### config.mk
export PLATFORM = sky130hd
export DESIGN_NAME = evq_top
export DESIGN_NICKNAME = d
export VERILOG_FILES = /design/src/core/evq_pkg.sv /design/src/core/evq_top.sv
export SDC_FILE = /design/constraint.sdc
export NUM_CORES = 1
export LEC_CHECK = 0
export ABC_AREA = 1
export ABC_CLOCK_PERIOD_IN_PS = 12800
export BUFFER_PORTS_ARGS = -buffer_cell sky130_fd_sc_hd__buf_2
export CAP_MARGIN = 20
export CORE_ASPECT_RATIO = 0.9
export CORE_UTILIZATION = 37
export DETAILED_ROUTE_END_ITERATION = 8
export PLACE_DENSITY = 0.62
export SKIP_CTS_REPAIR_TIMING = 1
export SLEW_MARGIN = 20
export SYNTH_ARGS = -nofsm -noshare
export SYNTH_HDL_FRONTEND = slang
export SYNTH_SLANG_ARGS = --single-unit
### constraint.sdc
create_clock -name I_CLK -period 12.8 [get_ports I_CLK]
set_input_delay 2.56 -clock I_CLK [delete_from_list [all_inputs] [get_ports I_CLK]]
set_output_delay 2.56 -clock I_CLK [all_outputs]
set_load 0.03 [all_outputs]
### src/core/evq_pkg.sv
// constants, types and register map of the event queue stage
// Overview of operation
// - each of the 64 normal and 8 quick channels picks its queue by a bit.
// - an event whose queue, request slot and engine are all empty skips the queue.
// - each queue is a 16-entry circular first-in first-out buffer.
// - every entry is readable and holds the trigger kind and channel.
// - each queue status shows the index of the current head entry.
// - status shows the valid count; the rest of the entries are history.
// - each queue has a software threshold from 0 to 15.
// - a high mark per queue keeps the largest occupancy seen.
// - going over threshold sets an error bit and a status flag.
// - any set error bit raises the controller error interrupt; here only error bits enabled in the mask register raise it.
// - queue n feeds engine n, and each engine carries a bus priority.
// - the stage issues transfer requests and the engine carries them out.
// - with a full queue, further events stay pending at their source.
// - the head leaves only when its request slot is free or its engine can accept; queue 0 goes first.
package evq_pkg;
  localparam int EVQ_NQ = 2;
  localparam int EVQ_DEPTH = 16;
  localparam int EVQ_NDMA = 64;
  localparam int EVQ_NQUICK = 8;
  localparam int EVQ_AW = 9;
  localparam logic [1:0] EVQ_K_EVENT = 2'h0;
  localparam logic [1:0] EVQ_K_MANUAL = 2'h1;
  localparam logic [1:0] EVQ_K_CHAIN = 2'h2;
  localparam logic [1:0] EVQ_K_QUICK = 2'h3;
  localparam logic [8:0] EVQ_OFS_DSEL_LO = 9'h000;
  localparam logic [8:0] EVQ_OFS_DSEL_HI = 9'h004;
  localparam logic [8:0] EVQ_OFS_QSEL = 9'h008;
  localparam logic [8:0] EVQ_OFS_THRESH = 9'h00c;
  localparam logic [8:0] EVQ_OFS_PRIO = 9'h010;
  localparam logic [8:0] EVQ_OFS_STAT0 = 9'h014;
  localparam logic [8:0] EVQ_OFS_STAT1 = 9'h018;
  localparam logic [8:0] EVQ_OFS_ERR = 9'h01c;
  localparam logic [8:0] EVQ_OFS_MASK = 9'h020;
  localparam logic [8:0] EVQ_OFS_ENTRY = 9'h100;
  localparam int EVQ_POS_COUNT = 8;
  localparam int EVQ_POS_MARK = 16;
  localparam int EVQ_POS_OVER = 24;
  localparam int EVQ_THR_STRIDE = 8;
  localparam int EVQ_PRIO_STRIDE = 4;
  localparam logic [3:0] EVQ_RST_THR = 4'hf;
  localparam logic [2:0] EVQ_RST_PRIO = 3'h0;
  localparam logic [1:0] EVQ_RST_MASK = 2'h3;
  localparam logic [1:0] EVQ_RESP_OKAY = 2'h0;
  localparam logic [1:0] EVQ_RESP_SLVERR = 2'h2;

  typedef struct packed {
    logic [1:0] kind;
    logic [5:0] chan;
  } evq_entry_t;

  typedef struct packed {
    logic [2:0] prio;
    evq_entry_t ent;
  } evq_req_t;
endpackage : evq_pkg

### src/core/evq_top.sv
// event queue stage with register slave and two transfer request ports
`timescale 1ns/1ps
module evq_top
  import evq_pkg::*;
(
  input wire logic I_CLK,
  input wire logic I_RST,
  input wire logic I_EVT_VALID,
  input wire evq_entry_t I_EVT,
  output logic O_EVT_READY,
  output logic [EVQ_NQ-1:0] O_TR_VALID,
  output evq_req_t [EVQ_NQ-1:0] O_TR,
  input wire logic [EVQ_NQ-1:0] I_TR_READY,
  input wire logic [EVQ_NQ-1:0] I_ENG_EMPTY,
  output logic O_IRQ,
  input wire logic I_AXI_AWVALID,
  output logic O_AXI_AWREADY,
  input wire logic [EVQ_AW-1:0] I_AXI_AWADDR,
  input wire logic I_AXI_WVALID,
  output logic O_AXI_WREADY,
  input wire logic [31:0] I_AXI_WDATA,
  input wire logic [3:0] I_AXI_WSTRB,
  output logic O_AXI_BVALID,
  input wire logic I_AXI_BREADY,
  output logic [1:0] O_AXI_BRESP,
  input wire logic I_AXI_ARVALID,
  output logic O_AXI_ARREADY,
  input wire logic [EVQ_AW-1:0] I_AXI_ARADDR,
  output logic O_AXI_RVALID,
  input wire logic I_AXI_RREADY,
  output logic [31:0] O_AXI_RDATA,
  output logic [1:0] O_AXI_RRESP
);
  logic [EVQ_NDMA-1:0] dsel_ff;
  logic [EVQ_NQUICK-1:0] qsel_ff;
  logic [3:0] thr_ff [EVQ_NQ];
  logic [2:0] prio_ff [EVQ_NQ];
  logic [EVQ_NQ-1:0] mask_ff;
  logic [EVQ_NQ-1:0] err_ff;
  logic [3:0] head_ff [EVQ_NQ];
  logic [4:0] count_ff [EVQ_NQ];
  logic [4:0] mark_ff [EVQ_NQ];
  logic [4:0] nxt_count [EVQ_NQ];
  logic [3:0] wr_idx [EVQ_NQ];
  logic [EVQ_NQ-1:0] over_ff;
  logic [EVQ_NQ-1:0] tr_valid_ff;
  evq_entry_t tr_ent_ff [EVQ_NQ];
  evq_entry_t entry_mem [EVQ_NQ][EVQ_DEPTH];
  logic [EVQ_NQ-1:0] elig;
  logic [EVQ_NQ-1:0] deq;
  logic [EVQ_NQ-1:0] enq;
  logic [EVQ_NQ-1:0] byp;
  logic [EVQ_NQ-1:0] over_set;
  logic evt_q;
  logic evt_ok;
  logic aw_got_ff;
  logic w_got_ff;
  logic [EVQ_AW-1:0] aw_addr_ff;
  logic [31:0] w_data_ff;
  logic [3:0] w_strb_ff;
  logic bvalid_ff;
  logic [1:0] bresp_ff;
  logic rvalid_ff;
  logic [31:0] rdata_ff;
  logic [1:0] rresp_ff;
  logic wr_fire;
  logic ar_fire;
  logic err_rd_clr;
  logic [31:0] rd_data;
  logic rd_hit;
  logic wr_hit;

  function automatic logic [31:0] merge(input logic [31:0] old,
                                        input logic [31:0] wd,
                                        input logic [3:0] be);
    logic [31:0] r;
    r = old;
    for (int b = 0; b < 4; b++)
    begin
      if (be[b])
      begin
        r[b*8 +: 8] = wd[b*8 +: 8];
      end
    end
    return r;
  endfunction : merge

  function automatic logic [31:0] stat_word(input logic [3:0] hd,
                                            input logic [4:0] cnt,
                                            input logic [4:0] mk,
                                            input logic ov);
    logic [31:0] r;
    r = 32'h0;
    r[3:0] = hd;
    r[EVQ_POS_COUNT +: 5] = cnt;
    r[EVQ_POS_MARK +: 5] = mk;
    r[EVQ_POS_OVER] = ov;
    return r;
  endfunction : stat_word

  // queue choice per channel; quick channels use their own select bits
  always_comb
  begin
    if (I_EVT.kind == EVQ_K_QUICK)
    begin
      evt_q = qsel_ff[I_EVT.chan[2:0]];
    end
    else
    begin
      evt_q = dsel_ff[I_EVT.chan];
    end
  end

  // a full queue refuses, so the event stays pending upstream
  assign evt_ok = I_EVT_VALID && (count_ff[evt_q] != 5'(EVQ_DEPTH));
  assign O_EVT_READY = evt_ok;

  // one dequeue per cycle through the shared parameter path
  assign deq[0] = elig[0];
  assign deq[1] = elig[1] && !elig[0];

  genvar q;
  generate
    for (q = 0; q < EVQ_NQ; q++)
    begin : g_q
      assign elig[q] = (count_ff[q] != 5'h0) &&
                       (!tr_valid_ff[q] || I_TR_READY[q]);
      assign byp[q] = evt_ok && (evt_q == q) && (count_ff[q] == 5'h0) &&
                      I_ENG_EMPTY[q] && !tr_valid_ff[q];
      assign enq[q] = evt_ok && (evt_q == q) && !byp[q];
      assign wr_idx[q] = 4'(head_ff[q] + count_ff[q][3:0]);
      assign nxt_count[q] = 5'(count_ff[q] + {4'h0, enq[q]} -
                               {4'h0, deq[q]});
      assign over_set[q] = nxt_count[q] > {1'b0, thr_ff[q]};
      assign O_TR_VALID[q] = tr_valid_ff[q];
      assign O_TR[q] = '{prio: prio_ff[q], ent: tr_ent_ff[q]};

      always_ff @(posedge I_CLK)
      begin
        if (I_RST)
        begin
          head_ff[q] <= 4'h0;
          count_ff[q] <= 5'h0;
        end
        else
        begin
          count_ff[q] <= nxt_count[q];
          if (deq[q])
          begin
            head_ff[q] <= 4'(head_ff[q] + 4'h1);
          end
        end
      end

      always_ff @(posedge I_CLK)
      begin
        if (I_RST)
        begin
          mark_ff[q] <= 5'h0;
        end
        else if (nxt_count[q] > mark_ff[q])
        begin
          mark_ff[q] <= nxt_count[q];
        end
      end

      // set wins over the read clear so no crossing is lost
      always_ff @(posedge I_CLK)
      begin
        if (I_RST)
        begin
          over_ff[q] <= 1'b0;
        end
        else
        begin
          over_ff[q] <= (over_ff[q] && !err_rd_clr) || over_set[q];
        end
      end

      // request slot held until the engine takes it
      always_ff @(posedge I_CLK)
      begin
        if (I_RST)
        begin
          tr_valid_ff[q] <= 1'b0;
          tr_ent_ff[q] <= '0;
        end
        else if (deq[q])
        begin
          tr_valid_ff[q] <= 1'b1;
          tr_ent_ff[q] <= entry_mem[q][head_ff[q]];
        end
        else if (byp[q])
        begin
          tr_valid_ff[q] <= 1'b1;
          tr_ent_ff[q] <= I_EVT;
        end
        else if (I_TR_READY[q])
        begin
          tr_valid_ff[q] <= 1'b0;
        end
      end
    end
  endgenerate

  // history survives dequeue; only a new write overwrites a slot
  always_ff @(posedge I_CLK)
  begin
    for (int i = 0; i < EVQ_NQ; i++)
    begin
      if (enq[i])
      begin
        entry_mem[i][wr_idx[i]] <= I_EVT;
      end
    end
  end

  always_ff @(posedge I_CLK)
  begin
    if (I_RST)
    begin
      err_ff <= '0;
    end
    else
    begin
      err_ff <= (err_ff & ~{EVQ_NQ{err_rd_clr}}) | over_set;
    end
  end

  assign O_IRQ = |(err_ff & mask_ff);

  // register slave: address and data may come in either order
  assign O_AXI_AWREADY = !aw_got_ff && !bvalid_ff;
  assign O_AXI_WREADY = !w_got_ff && !bvalid_ff;
  assign wr_fire = aw_got_ff && w_got_ff && !bvalid_ff;
  assign O_AXI_BVALID = bvalid_ff;
  assign O_AXI_BRESP = bresp_ff;
  assign O_AXI_ARREADY = !rvalid_ff;
  assign ar_fire = I_AXI_ARVALID && !rvalid_ff;
  assign err_rd_clr = ar_fire && (I_AXI_ARADDR[8:2] == EVQ_OFS_ERR[8:2]);
  assign O_AXI_RVALID = rvalid_ff;
  assign O_AXI_RDATA = rdata_ff;
  assign O_AXI_RRESP = rresp_ff;
  assign wr_hit = aw_addr_ff[8:2] <= EVQ_OFS_MASK[8:2];

  always_ff @(posedge I_CLK)
  begin
    if (I_RST)
    begin
      aw_got_ff <= 1'b0;
      w_got_ff <= 1'b0;
      aw_addr_ff <= '0;
      w_data_ff <= 32'h0;
      w_strb_ff <= 4'h0;
      bvalid_ff <= 1'b0;
      bresp_ff <= EVQ_RESP_OKAY;
    end
    else
    begin
      if (I_AXI_AWVALID && O_AXI_AWREADY)
      begin
        aw_got_ff <= 1'b1;
        aw_addr_ff <= I_AXI_AWADDR;
      end
      if (I_AXI_WVALID && O_AXI_WREADY)
      begin
        w_got_ff <= 1'b1;
        w_data_ff <= I_AXI_WDATA;
        w_strb_ff <= I_AXI_WSTRB;
      end
      if (wr_fire)
      begin
        aw_got_ff <= 1'b0;
        w_got_ff <= 1'b0;
        bvalid_ff <= 1'b1;
        bresp_ff <= wr_hit ? EVQ_RESP_OKAY : EVQ_RESP_SLVERR;
      end
      else if (bvalid_ff && I_AXI_BREADY)
      begin
        bvalid_ff <= 1'b0;
      end
    end
  end

  // read-only status and error words ignore writes but still answer okay
  always_ff @(posedge I_CLK)
  begin
    if (I_RST)
    begin
      dsel_ff <= '0;
      qsel_ff <= '0;
      mask_ff <= EVQ_RST_MASK;
      for (int i = 0; i < EVQ_NQ; i++)
      begin
        thr_ff[i] <= EVQ_RST_THR;
        prio_ff[i] <= EVQ_RST_PRIO;
      end
    end
    else if (wr_fire)
    begin
      case (aw_addr_ff[8:2])
        EVQ_OFS_DSEL_LO[8:2]:
          dsel_ff[31:0] <= merge(dsel_ff[31:0], w_data_ff, w_strb_ff);
        EVQ_OFS_DSEL_HI[8:2]:
          dsel_ff[63:32] <= merge(dsel_ff[63:32], w_data_ff, w_strb_ff);
        EVQ_OFS_QSEL[8:2]:
          if (w_strb_ff[0])
          begin
            qsel_ff <= w_data_ff[7:0];
          end
        EVQ_OFS_THRESH[8:2]:
          for (int i = 0; i < EVQ_NQ; i++)
          begin
            if (w_strb_ff[i])
            begin
              thr_ff[i] <= w_data_ff[i*EVQ_THR_STRIDE +: 4];
            end
          end
        EVQ_OFS_PRIO[8:2]:
          if (w_strb_ff[0])
          begin
            for (int i = 0; i < EVQ_NQ; i++)
            begin
              prio_ff[i] <= w_data_ff[i*EVQ_PRIO_STRIDE +: 3];
            end
          end
        EVQ_OFS_MASK[8:2]:
          if (w_strb_ff[0])
          begin
            mask_ff <= w_data_ff[EVQ_NQ-1:0];
          end
        default:
          ;
      endcase
    end
  end

  always_comb
  begin
    rd_data = 32'h0;
    rd_hit = 1'b1;
    if (I_AXI_ARADDR[8] && !I_AXI_ARADDR[7])
    begin
      rd_data[7:0] = entry_mem[I_AXI_ARADDR[6]][I_AXI_ARADDR[5:2]];
    end
    else
    begin
      case (I_AXI_ARADDR[8:2])
        EVQ_OFS_DSEL_LO[8:2]: rd_data = dsel_ff[31:0];
        EVQ_OFS_DSEL_HI[8:2]: rd_data = dsel_ff[63:32];
        EVQ_OFS_QSEL[8:2]: rd_data[7:0] = qsel_ff;
        EVQ_OFS_THRESH[8:2]:
        begin
          rd_data[3:0] = thr_ff[0];
          rd_data[EVQ_THR_STRIDE +: 4] = thr_ff[1];
        end
        EVQ_OFS_PRIO[8:2]:
        begin
          rd_data[2:0] = prio_ff[0];
          rd_data[EVQ_PRIO_STRIDE +: 3] = prio_ff[1];
        end
        EVQ_OFS_STAT0[8:2]:
          rd_data = stat_word(head_ff[0], count_ff[0], mark_ff[0],
                              over_ff[0]);
        EVQ_OFS_STAT1[8:2]:
          rd_data = stat_word(head_ff[1], count_ff[1], mark_ff[1],
                              over_ff[1]);
        EVQ_OFS_ERR[8:2]: rd_data[EVQ_NQ-1:0] = err_ff;
        EVQ_OFS_MASK[8:2]: rd_data[EVQ_NQ-1:0] = mask_ff;
        default: rd_hit = 1'b0;
      endcase
    end
  end

  always_ff @(posedge I_CLK)
  begin
    if (I_RST)
    begin
      rvalid_ff <= 1'b0;
      rdata_ff <= 32'h0;
      rresp_ff <= EVQ_RESP_OKAY;
    end
    else if (ar_fire)
    begin
      rvalid_ff <= 1'b1;
      rdata_ff <= rd_data;
      rresp_ff <= rd_hit ? EVQ_RESP_OKAY : EVQ_RESP_SLVERR;
    end
    else if (I_AXI_RREADY)
    begin
      rvalid_ff <= 1'b0;
    end
  end

  AST_FULL_REFUSE: assert property (@(posedge I_CLK) disable iff (I_RST)
    (count_ff[evt_q] == 5'h10) |-> !O_EVT_READY)
    else $error("full queue still accepting");

  AST_COUNT_BOUND: assert property (@(posedge I_CLK) disable iff (I_RST)
    count_ff[0] <= 5'h10 && count_ff[1] <= 5'h10)
    else $error("queue count above depth");

  AST_BYPASS_UNLOGGED: assert property (@(posedge I_CLK)
    disable iff (I_RST)
    byp[0] |=> count_ff[0] == 5'h0 && tr_valid_ff[0] &&
               tr_ent_ff[0] == $past(I_EVT))
    else $error("bypass event logged or lost");

  AST_Q0_FIRST: assert property (@(posedge I_CLK) disable iff (I_RST)
    (elig[0] && elig[1]) |=>
      head_ff[0] == 4'($past(head_ff[0]) + 4'h1) && $stable(head_ff[1]))
    else $error("second queue served before first");

  AST_ENQ_COUNT: assert property (@(posedge I_CLK) disable iff (I_RST)
    (enq[1] && !deq[1]) |=> count_ff[1] == 5'($past(count_ff[1]) + 5'h1))
    else $error("enqueue did not raise count");

  AST_ENTRY_LOG: assert property (@(posedge I_CLK) disable iff (I_RST)
    enq[0] |=> entry_mem[0][$past(wr_idx[0])] == $past(I_EVT))
    else $error("entry not recorded");

  AST_HIGH_MARK: assert property (@(posedge I_CLK) disable iff (I_RST)
    mark_ff[0] >= count_ff[0] && mark_ff[1] >= count_ff[1])
    else $error("high mark below occupancy");

  AST_OVER_FLAG: assert property (@(posedge I_CLK) disable iff (I_RST)
    (count_ff[0] > {1'b0, thr_ff[0]} && $stable(thr_ff[0])) |->
      err_ff[0] && over_ff[0])
    else $error("over threshold not flagged");

  AST_IRQ_RAISE: assert property (@(posedge I_CLK) disable iff (I_RST)
    ($rose(err_ff[0]) && mask_ff[0]) |-> O_IRQ)
    else $error("error bit without interrupt");

  AST_REQ_HOLD: assert property (@(posedge I_CLK) disable iff (I_RST)
    (O_TR_VALID[0] && !I_TR_READY[0]) |=>
      O_TR_VALID[0] && $stable(tr_ent_ff[0]))
    else $error("request dropped before taken");
endmodule : evq_top

==> results of run 1 <==
metal layers:
metal | routed length, um | part of all wire
met1 | 32200 | 0.41
met2 | 33300 | 0.43
met3 | 9450 | 0.12
met4 | 3170 | 0.041
met5 | 13 | 0.00017
sequential cells by signal (all words and copies together) (netlist names), 2 cells and up:
| name | cells |
|---|---|
| prio_ff | 6 |
| head_ff | 8 |
| entry_mem | 256 |
| thr_ff | 8 |
| tr_ent_ff | 16 |
| qsel_ff | 8 |
| aw_addr_ff | 7 |
| w_strb_ff | 4 |
| dsel_ff | 64 |
| mask_ff | 2 |
| err_ff | 2 |
| w_data_ff | 32 |
| O_TR_VALID | 2 |
| count_ff | 10 |
| over_ff | 2 |
| O_AXI_RDATA | 32 |
| mark_ff | 10 |
cell families (layout without fill, tap and decap cells):
logic type	count (synthesis)	in the layout	share of synthesized area
flip-flops	475	475	0.550
adder cells (fa/ha/maj)	42	42	0.0243
buffers and inverters	424	533	0.0733
AND/OR/NAND/NOR	767	767	0.138
AO/OA/AOI/OAI	851	851	0.208
other	1	2	0.000164
XOR/XNOR	16	16	0.00614
cells in the mapped netlist, drive strengths merged, types with 8 or more instances:
master,count,share of area
a211oi,19,0.0062
a21oi,274,0.060
a22o,17,0.0065
a31oi,10,0.0027
a41oi,9,0.0035
buf,31,0.0087
clkbuf,118,0.019
clkinv,8,0.0013
dfxtp,171,0.15
edfxtp,304,0.40
ha,38,0.021
inv,267,0.044
nand2,315,0.052
nand3,122,0.028
nand4,14,0.0041
nor2,298,0.050
nor3,9,0.0020
o211ai,56,0.018
o21ai,390,0.085
o22ai,30,0.0082
o311ai,13,0.0050
o31ai,8,0.0026
xor2,10,0.0038
critical path, cell delays in order:
cell	delay, ns
buf_2	0.08
buf_4	0.51
inv_2	0.35
o21ai_0	0.15
o21ai_0	0.11
o21ai_0	0.34
nand3_1	0.21
nand2_2	0.16
inv_2	0.05
o211a_1	0.26
buf_2	0.20
how the worst min path moves through the flow:
stage                   endpoint         start  cells past startpoint
floorplan           w_strb_ff[1]  w_strb_ff[1]                      2
global placement    w_strb_ff[2]  w_strb_ff[2]                      2
detailed placement  w_strb_ff[1]  w_strb_ff[1]                      2
CTS                 w_strb_ff[1]  w_strb_ff[1]                      2
global route        w_strb_ff[3]  w_strb_ff[3]                      2
finish              w_strb_ff[2]  w_strb_ff[2]                      2
area by class of cell:
type	instances	area (um2)	share of cell area
clock buffer	73	1470	0.0570
clock inverter	18	287	0.0111
inverter	275	1030	0.0400
multi-input combinational	1678	8620	0.333
sequential	475	12600	0.485
tap	792	991	0.0383
timing repair buffer	167	925	0.0357
through the flow:
step / utilization / cell area, um2 / instances
after global routing: 0.423 / 25900 / 3478
after CTS: 0.423 / 25900 / 3476
after global placement: 0.394 / 24100 / 3384
final: 0.423 / 25900 / 3478
after detailed placement: 0.394 / 24100 / 3385
after floorplan: - / 22800 / 2577
placed cells by master, fill, tap and decap left out, types with 9 or more instances in the layout:
master / synthesis / final
a211oi_1: 19 / 19
a21oi_1: 274 / 274
a22o_1: 17 / 17
a31oi_1: 10 / 10
a41oi_1: 9 / 9
buf_2: 8 / 133
buf_4: 5 / 33
clkbuf_1: 118 / 9
clkbuf_16: 0 / 52
clkbuf_8: 0 / 9
clkinv_1: 8 / 9
dfxtp_1: 171 / 171
edfxtp_1: 304 / 304
ha_1: 38 / 38
inv_1: 262 / 262
nand2_1: 314 / 314
nand3_1: 118 / 118
nand4_1: 13 / 13
nor2_1: 293 / 290
nor3_1: 9 / 9
o211ai_1: 56 / 56
o21ai_0: 390 / 389
o22ai_1: 30 / 30
o311ai_0: 13 / 12
xor2_1: 10 / 10
power by group:
| part | internal (mW) | switching, mW | leakage (nW) | total, mW |
|---|---|---|---|---|
| clock | 0.939 | 0.620 | 0.868 | 1.56 |
| sequential | 1.83 | 0.111 | 4.19 | 1.94 |
| combinational | 0.484 | 1.26 | 4.92 | 1.74 |
==> run summary, run 1 <==
1st-iter DRT viols -> 3,024
Post-synthesis cell type count -> 50
Gr usage total -> 0.243
TritonCTS clock tree -> done
Setup crit start -> I_EVT[1]
Initial Util -> 0.374
Fraction of layout cells with a size suffix above 1 -> 0.101
Clk_skew -> 0.0361 ns
Ys Warns -> 0
Number of flops mapped to enable cells by yosys -> 304
Die Height -> 238 um
PD cells -> 202 nW/um2
H-tree levels -> 2
Layout net count -> 2,763
Latest clock arrival within the worst-skew pair -> 0.61 ns
Die W -> 264 um
Initial antenna violation count -> 1
Core area -> 61,100 um2
FF+latch count, synth -> 475
Cells after synthesis -> 2,576
Root buf cell -> clkbuf_16
FF-to-FF Start -> qsel_ff[6]
Antenna viol nets, final -> 0
Via count -> 20,000
Post-Syn Area -> 22,800 um2
Post-DP HPWL -> 51.6 mm
Leakage -> 9.97 nW
Startpoint Class -> input pin
Worst slack, placed -> 5.27 ns
Worst min path class -> reg2reg
Total wire length -> 78.1 mm
DR vias/cell -> 5.74
Boundary Pins -> 141
Drt wl/cell -> 22.4 um
Worst R2R Setup Slack -> 8.37 ns
Timing endpoint of the critical path -> O_EVT_READY
Post-route minimum period -> 7.61 ns
Hold Vio Cnt, Final -> 0
Area grow syn2layout -> 13.4%
Asr flop ratio synth -> 0
Die area -> 62,700 um2
Hold WS -> 0.459 ns
Slew Limit Fails -> 0
Syn Area/Cell -> 8.86 um2
First-pass GRT wire length -> 116 mm
Least-Margin Pin Slew -> 1.20 ns
PnR worst setup slack -> 5.19 ns
Num CTS Buffers -> 50
Setup crit end kind -> primary output
Clk sinks -> 475
GRT Max-Usage Layer -> met2
Setup TNS -> 0 ns
Crit path kind -> in2out
FMAX -> 131 MHz
GR Util met2 -> 0.364
GRT met3 Usage -> 0.0569
N_diodes -> 0
Row count -> 86
Critical path fanouts, max -> 52
Status -> complete, but fails checks
M1 GR Usage -> 0.338
Global route total overflow -> 0
Vias in the first global route -> 18,600
Largest net degree at the start of global routing -> 109
Post-route DRC violation count -> 4
Worst reg2reg endpoint -> mark_ff[0][0]
Max clock buf depth -> 3
Failing checks -> design-rule violations
I/O Buffers -> 134
Fill cells -> 5,969
Power Total -> 5.24 mW
Post-synthesis sequential area ratio -> 0.550
Maximum Capacitance Violations -> 0
Slew headroom -> 0.194
Critical path arrival -> 5.05 ns
Gpl congestion -> 0.916
Main synth FF type -> edfxtp_1
Worst VDD drop -> 108 uV
Clock slew seen by the registers of the worst setup and hold paths -> 0.06 ns
RSZ-0062 raised after global routing -> no
Drt pass-1 iters -> 8
Fin crit share -> 0.594
Required time worst endpoint -> 10.24 ns
Final setup violation count -> 0
R2R depth -> 21
Power figures use the tool's default switching activity.
==> run 2: changes to the inputs <==
--- a/config.mk
+++ b/config.mk
@@ -6,7 +6,7 @@
 export NUM_CORES = 1
 export LEC_CHECK = 0
 export ABC_AREA = 1
-export ABC_CLOCK_PERIOD_IN_PS = 12800
+export ABC_CLOCK_PERIOD_IN_PS = 7600
 export BUFFER_PORTS_ARGS = -buffer_cell sky130_fd_sc_hd__buf_2
 export CAP_MARGIN = 20
 export CORE_ASPECT_RATIO = 0.9
==> constraint.sdc (replaced) <==
create_clock -name I_CLK -period 7.6 [get_ports I_CLK]
set_input_delay 1.52 -clock I_CLK [delete_from_list [all_inputs] [get_ports I_CLK]]
set_output_delay 1.52 -clock I_CLK [all_outputs]
set_load 0.03 [all_outputs]
==> run 2 against run 1 <==
The flow still finishes with violations (design-rule violations). Wire length is 1.1% higher. Global-route usage rose by 0.44 points. Non-clock buffer count is 10 higher. Via count shrank 0.20%. Worst hold slack about the same. Clock skew down 0.0080 ns. Critical path type is now in2reg. Largest cell class unchanged. Highest routed layer unchanged.
==> run summary, run 2 (synthesis gave the netlist of run 1 again) <==
Status -> complete, but fails checks
Failing checks -> design-rule violations
Max reg flops -> 256
I/O Buffers -> 134
1st-iter DRT viols -> 2,479
Clk sinks -> 475
Boundary Pins -> 141
Global route total overflow -> 0
Least-Margin Pin Slew -> 1.16 ns
Fin crit share -> 0.750
Gr usage total -> 0.248
H-tree levels -> 2
FMAX -> 175 MHz
Gpl congestion -> 0.941
Via count -> 19,900
Commonest non-fill, non-tap cells in the layout -> o21ai_0, nand2_1, edfxtp_1
Post-DP HPWL -> 52.8 mm
Worst R2R Setup Slack -> 3.30 ns
Worst min path class -> reg2reg
DR vias/cell -> 5.71
Maximum Capacitance Violations -> 0
Clock slew seen by the registers of the worst setup and hold paths -> 0.06 ns
Critical Path Max Stage Delay -> 0.51 ns
Slowest CP cell -> buf_2
Vias in the first global route -> 18,600
Core area -> 61,100 um2
Leakage -> 9.97 nW
Row count -> 86
Clk_skew -> 0.0281 ns
Slew Limit Fails -> 0
Post-route minimum period -> 5.70 ns
Fraction of layout cells with a size suffix above 1 -> 0.104
Setup crit end kind -> flip-flop
Final setup violation count -> 0
Num CTS Buffers -> 51
Worst path most repeated cell -> o21ai_0
Hold WS -> 0.458 ns
Critical path arrival -> 6.04 ns
Initial Util -> 0.374
Drt pass-1 iters -> 9
Required time worst endpoint -> 7.94 ns
Setup TNS -> 0 ns
N_diodes -> 0
First-pass GRT wire length -> 118 mm
Die area -> 62,700 um2
Total wire length -> 78.9 mm
Latest clock arrival within the worst-skew pair -> 0.62 ns
TritonCTS clock tree -> done
Layout net count -> 2,774
Slew headroom -> 0.226
Commonest non-fill, non-tap cell in the layout -> o21ai_0
Die Height -> 238 um
Crit path cell chain -> buf_2, inv_2, o21ai_0, o21ai_0, o21ai_0, nand3_1, nand3_1, nand4_2, nor2_4, ha_1, fa_1, a21oi_1, o21bai_1, xor2_1, inv_1, ha_1, a21oi_1, o21a_1, a22oi_1, or2_2
Critical path fanouts, max -> 27
RSZ-0062 raised after global routing -> no
PD cells -> 335 nW/um2
Crit path kind -> in2reg
Worst VDD drop -> 177 uV
Drt wl/cell -> 22.6 um
Area grow syn2layout -> 13.3%
Startpoint Class -> input pin
Post-route DRC violation count -> 4
Antenna viol nets, final -> 0
Root buf cell -> clkbuf_16
Initial antenna violation count -> 4
Largest net degree at the start of global routing -> 91
Fill cells -> 5,954
Max clock buf depth -> 3
Hold Vio Cnt, Final -> 0
Die W -> 264 um
-- run 2: cell types whose count changed in the layout (fill, tap and decap cells not counted), sizes merged --
cell,before,now
bufinv,7,4
clkinv,17,32
buf,167,177
clkbuf,73,61
clkinvlp,0,3
inv,269,270
-- run 2: stage by stage --
step | cells | utilization | total power, mW | cell area, um2 | worst slack [ns]
after global placement | 3395 | 0.396 | 6.04 | 24200 | 1.42
after detailed placement | 3396 | 0.396 | 6.13 | 24200 | 1.37
after global routing | 3492 | 0.423 | 9.09 | 25900 | 1.51
after floorplan | 2577 | - | 5.12 | 22800 | 2.68
final | 3492 | 0.423 | 8.66 | 25900 | 1.90
after CTS | 3491 | 0.423 | 8.62 | 25900 | 1.98
-- run 2: metal layers --
metal	wire length, um	share of wire	track usage
met1	33800	0.43	0.351
met2	34000	0.43	0.374
met3	8910	0.11	0.0558
met4	2160	0.027	0.0775
met5	106	0.0013	0.00849
-- run 2: layout make-up --
class	instances	area (um2)	area share
Sequential cell	475	12600	0.485
Clock inverter	34	313	0.0121
Multi-Input combinational cell	1678	8620	0.333
Tap cell	792	991	0.0383
Timing Repair Buffer	177	996	0.0385
Clock buffer	61	1360	0.0524
Inverter	275	1030	0.0400
-- run 2: worst max-delay path: cells and delay by family --
kind	cells	cell delay [ns]
compound gates	8	1.25
xor+xnor	1	0.42
fa+ha+maj	3	0.79
buf+inv	3	0.95
simple gates	5	1.05
-- run 2: report_power, final --
group	switching, mW	internal [mW]	total [mW]
logic	2.12	0.817	2.94
clock network	1.09	1.42	2.51
registers	0.133	3.08	3.21
-- run 2: worst paths after layout --
| path | to | startpoint | cells after the start |
|---|---|---|---|
| max | mark_ff[0][4] | I_EVT[1] | 20 |
| min | w_strb_ff[3] | w_strb_ff[3] | 2 |
| max reg2reg | mark_ff[0][4] | qsel_ff[6] | 20 |
| min reg2reg | w_strb_ff[3] | w_strb_ff[3] | 2 |
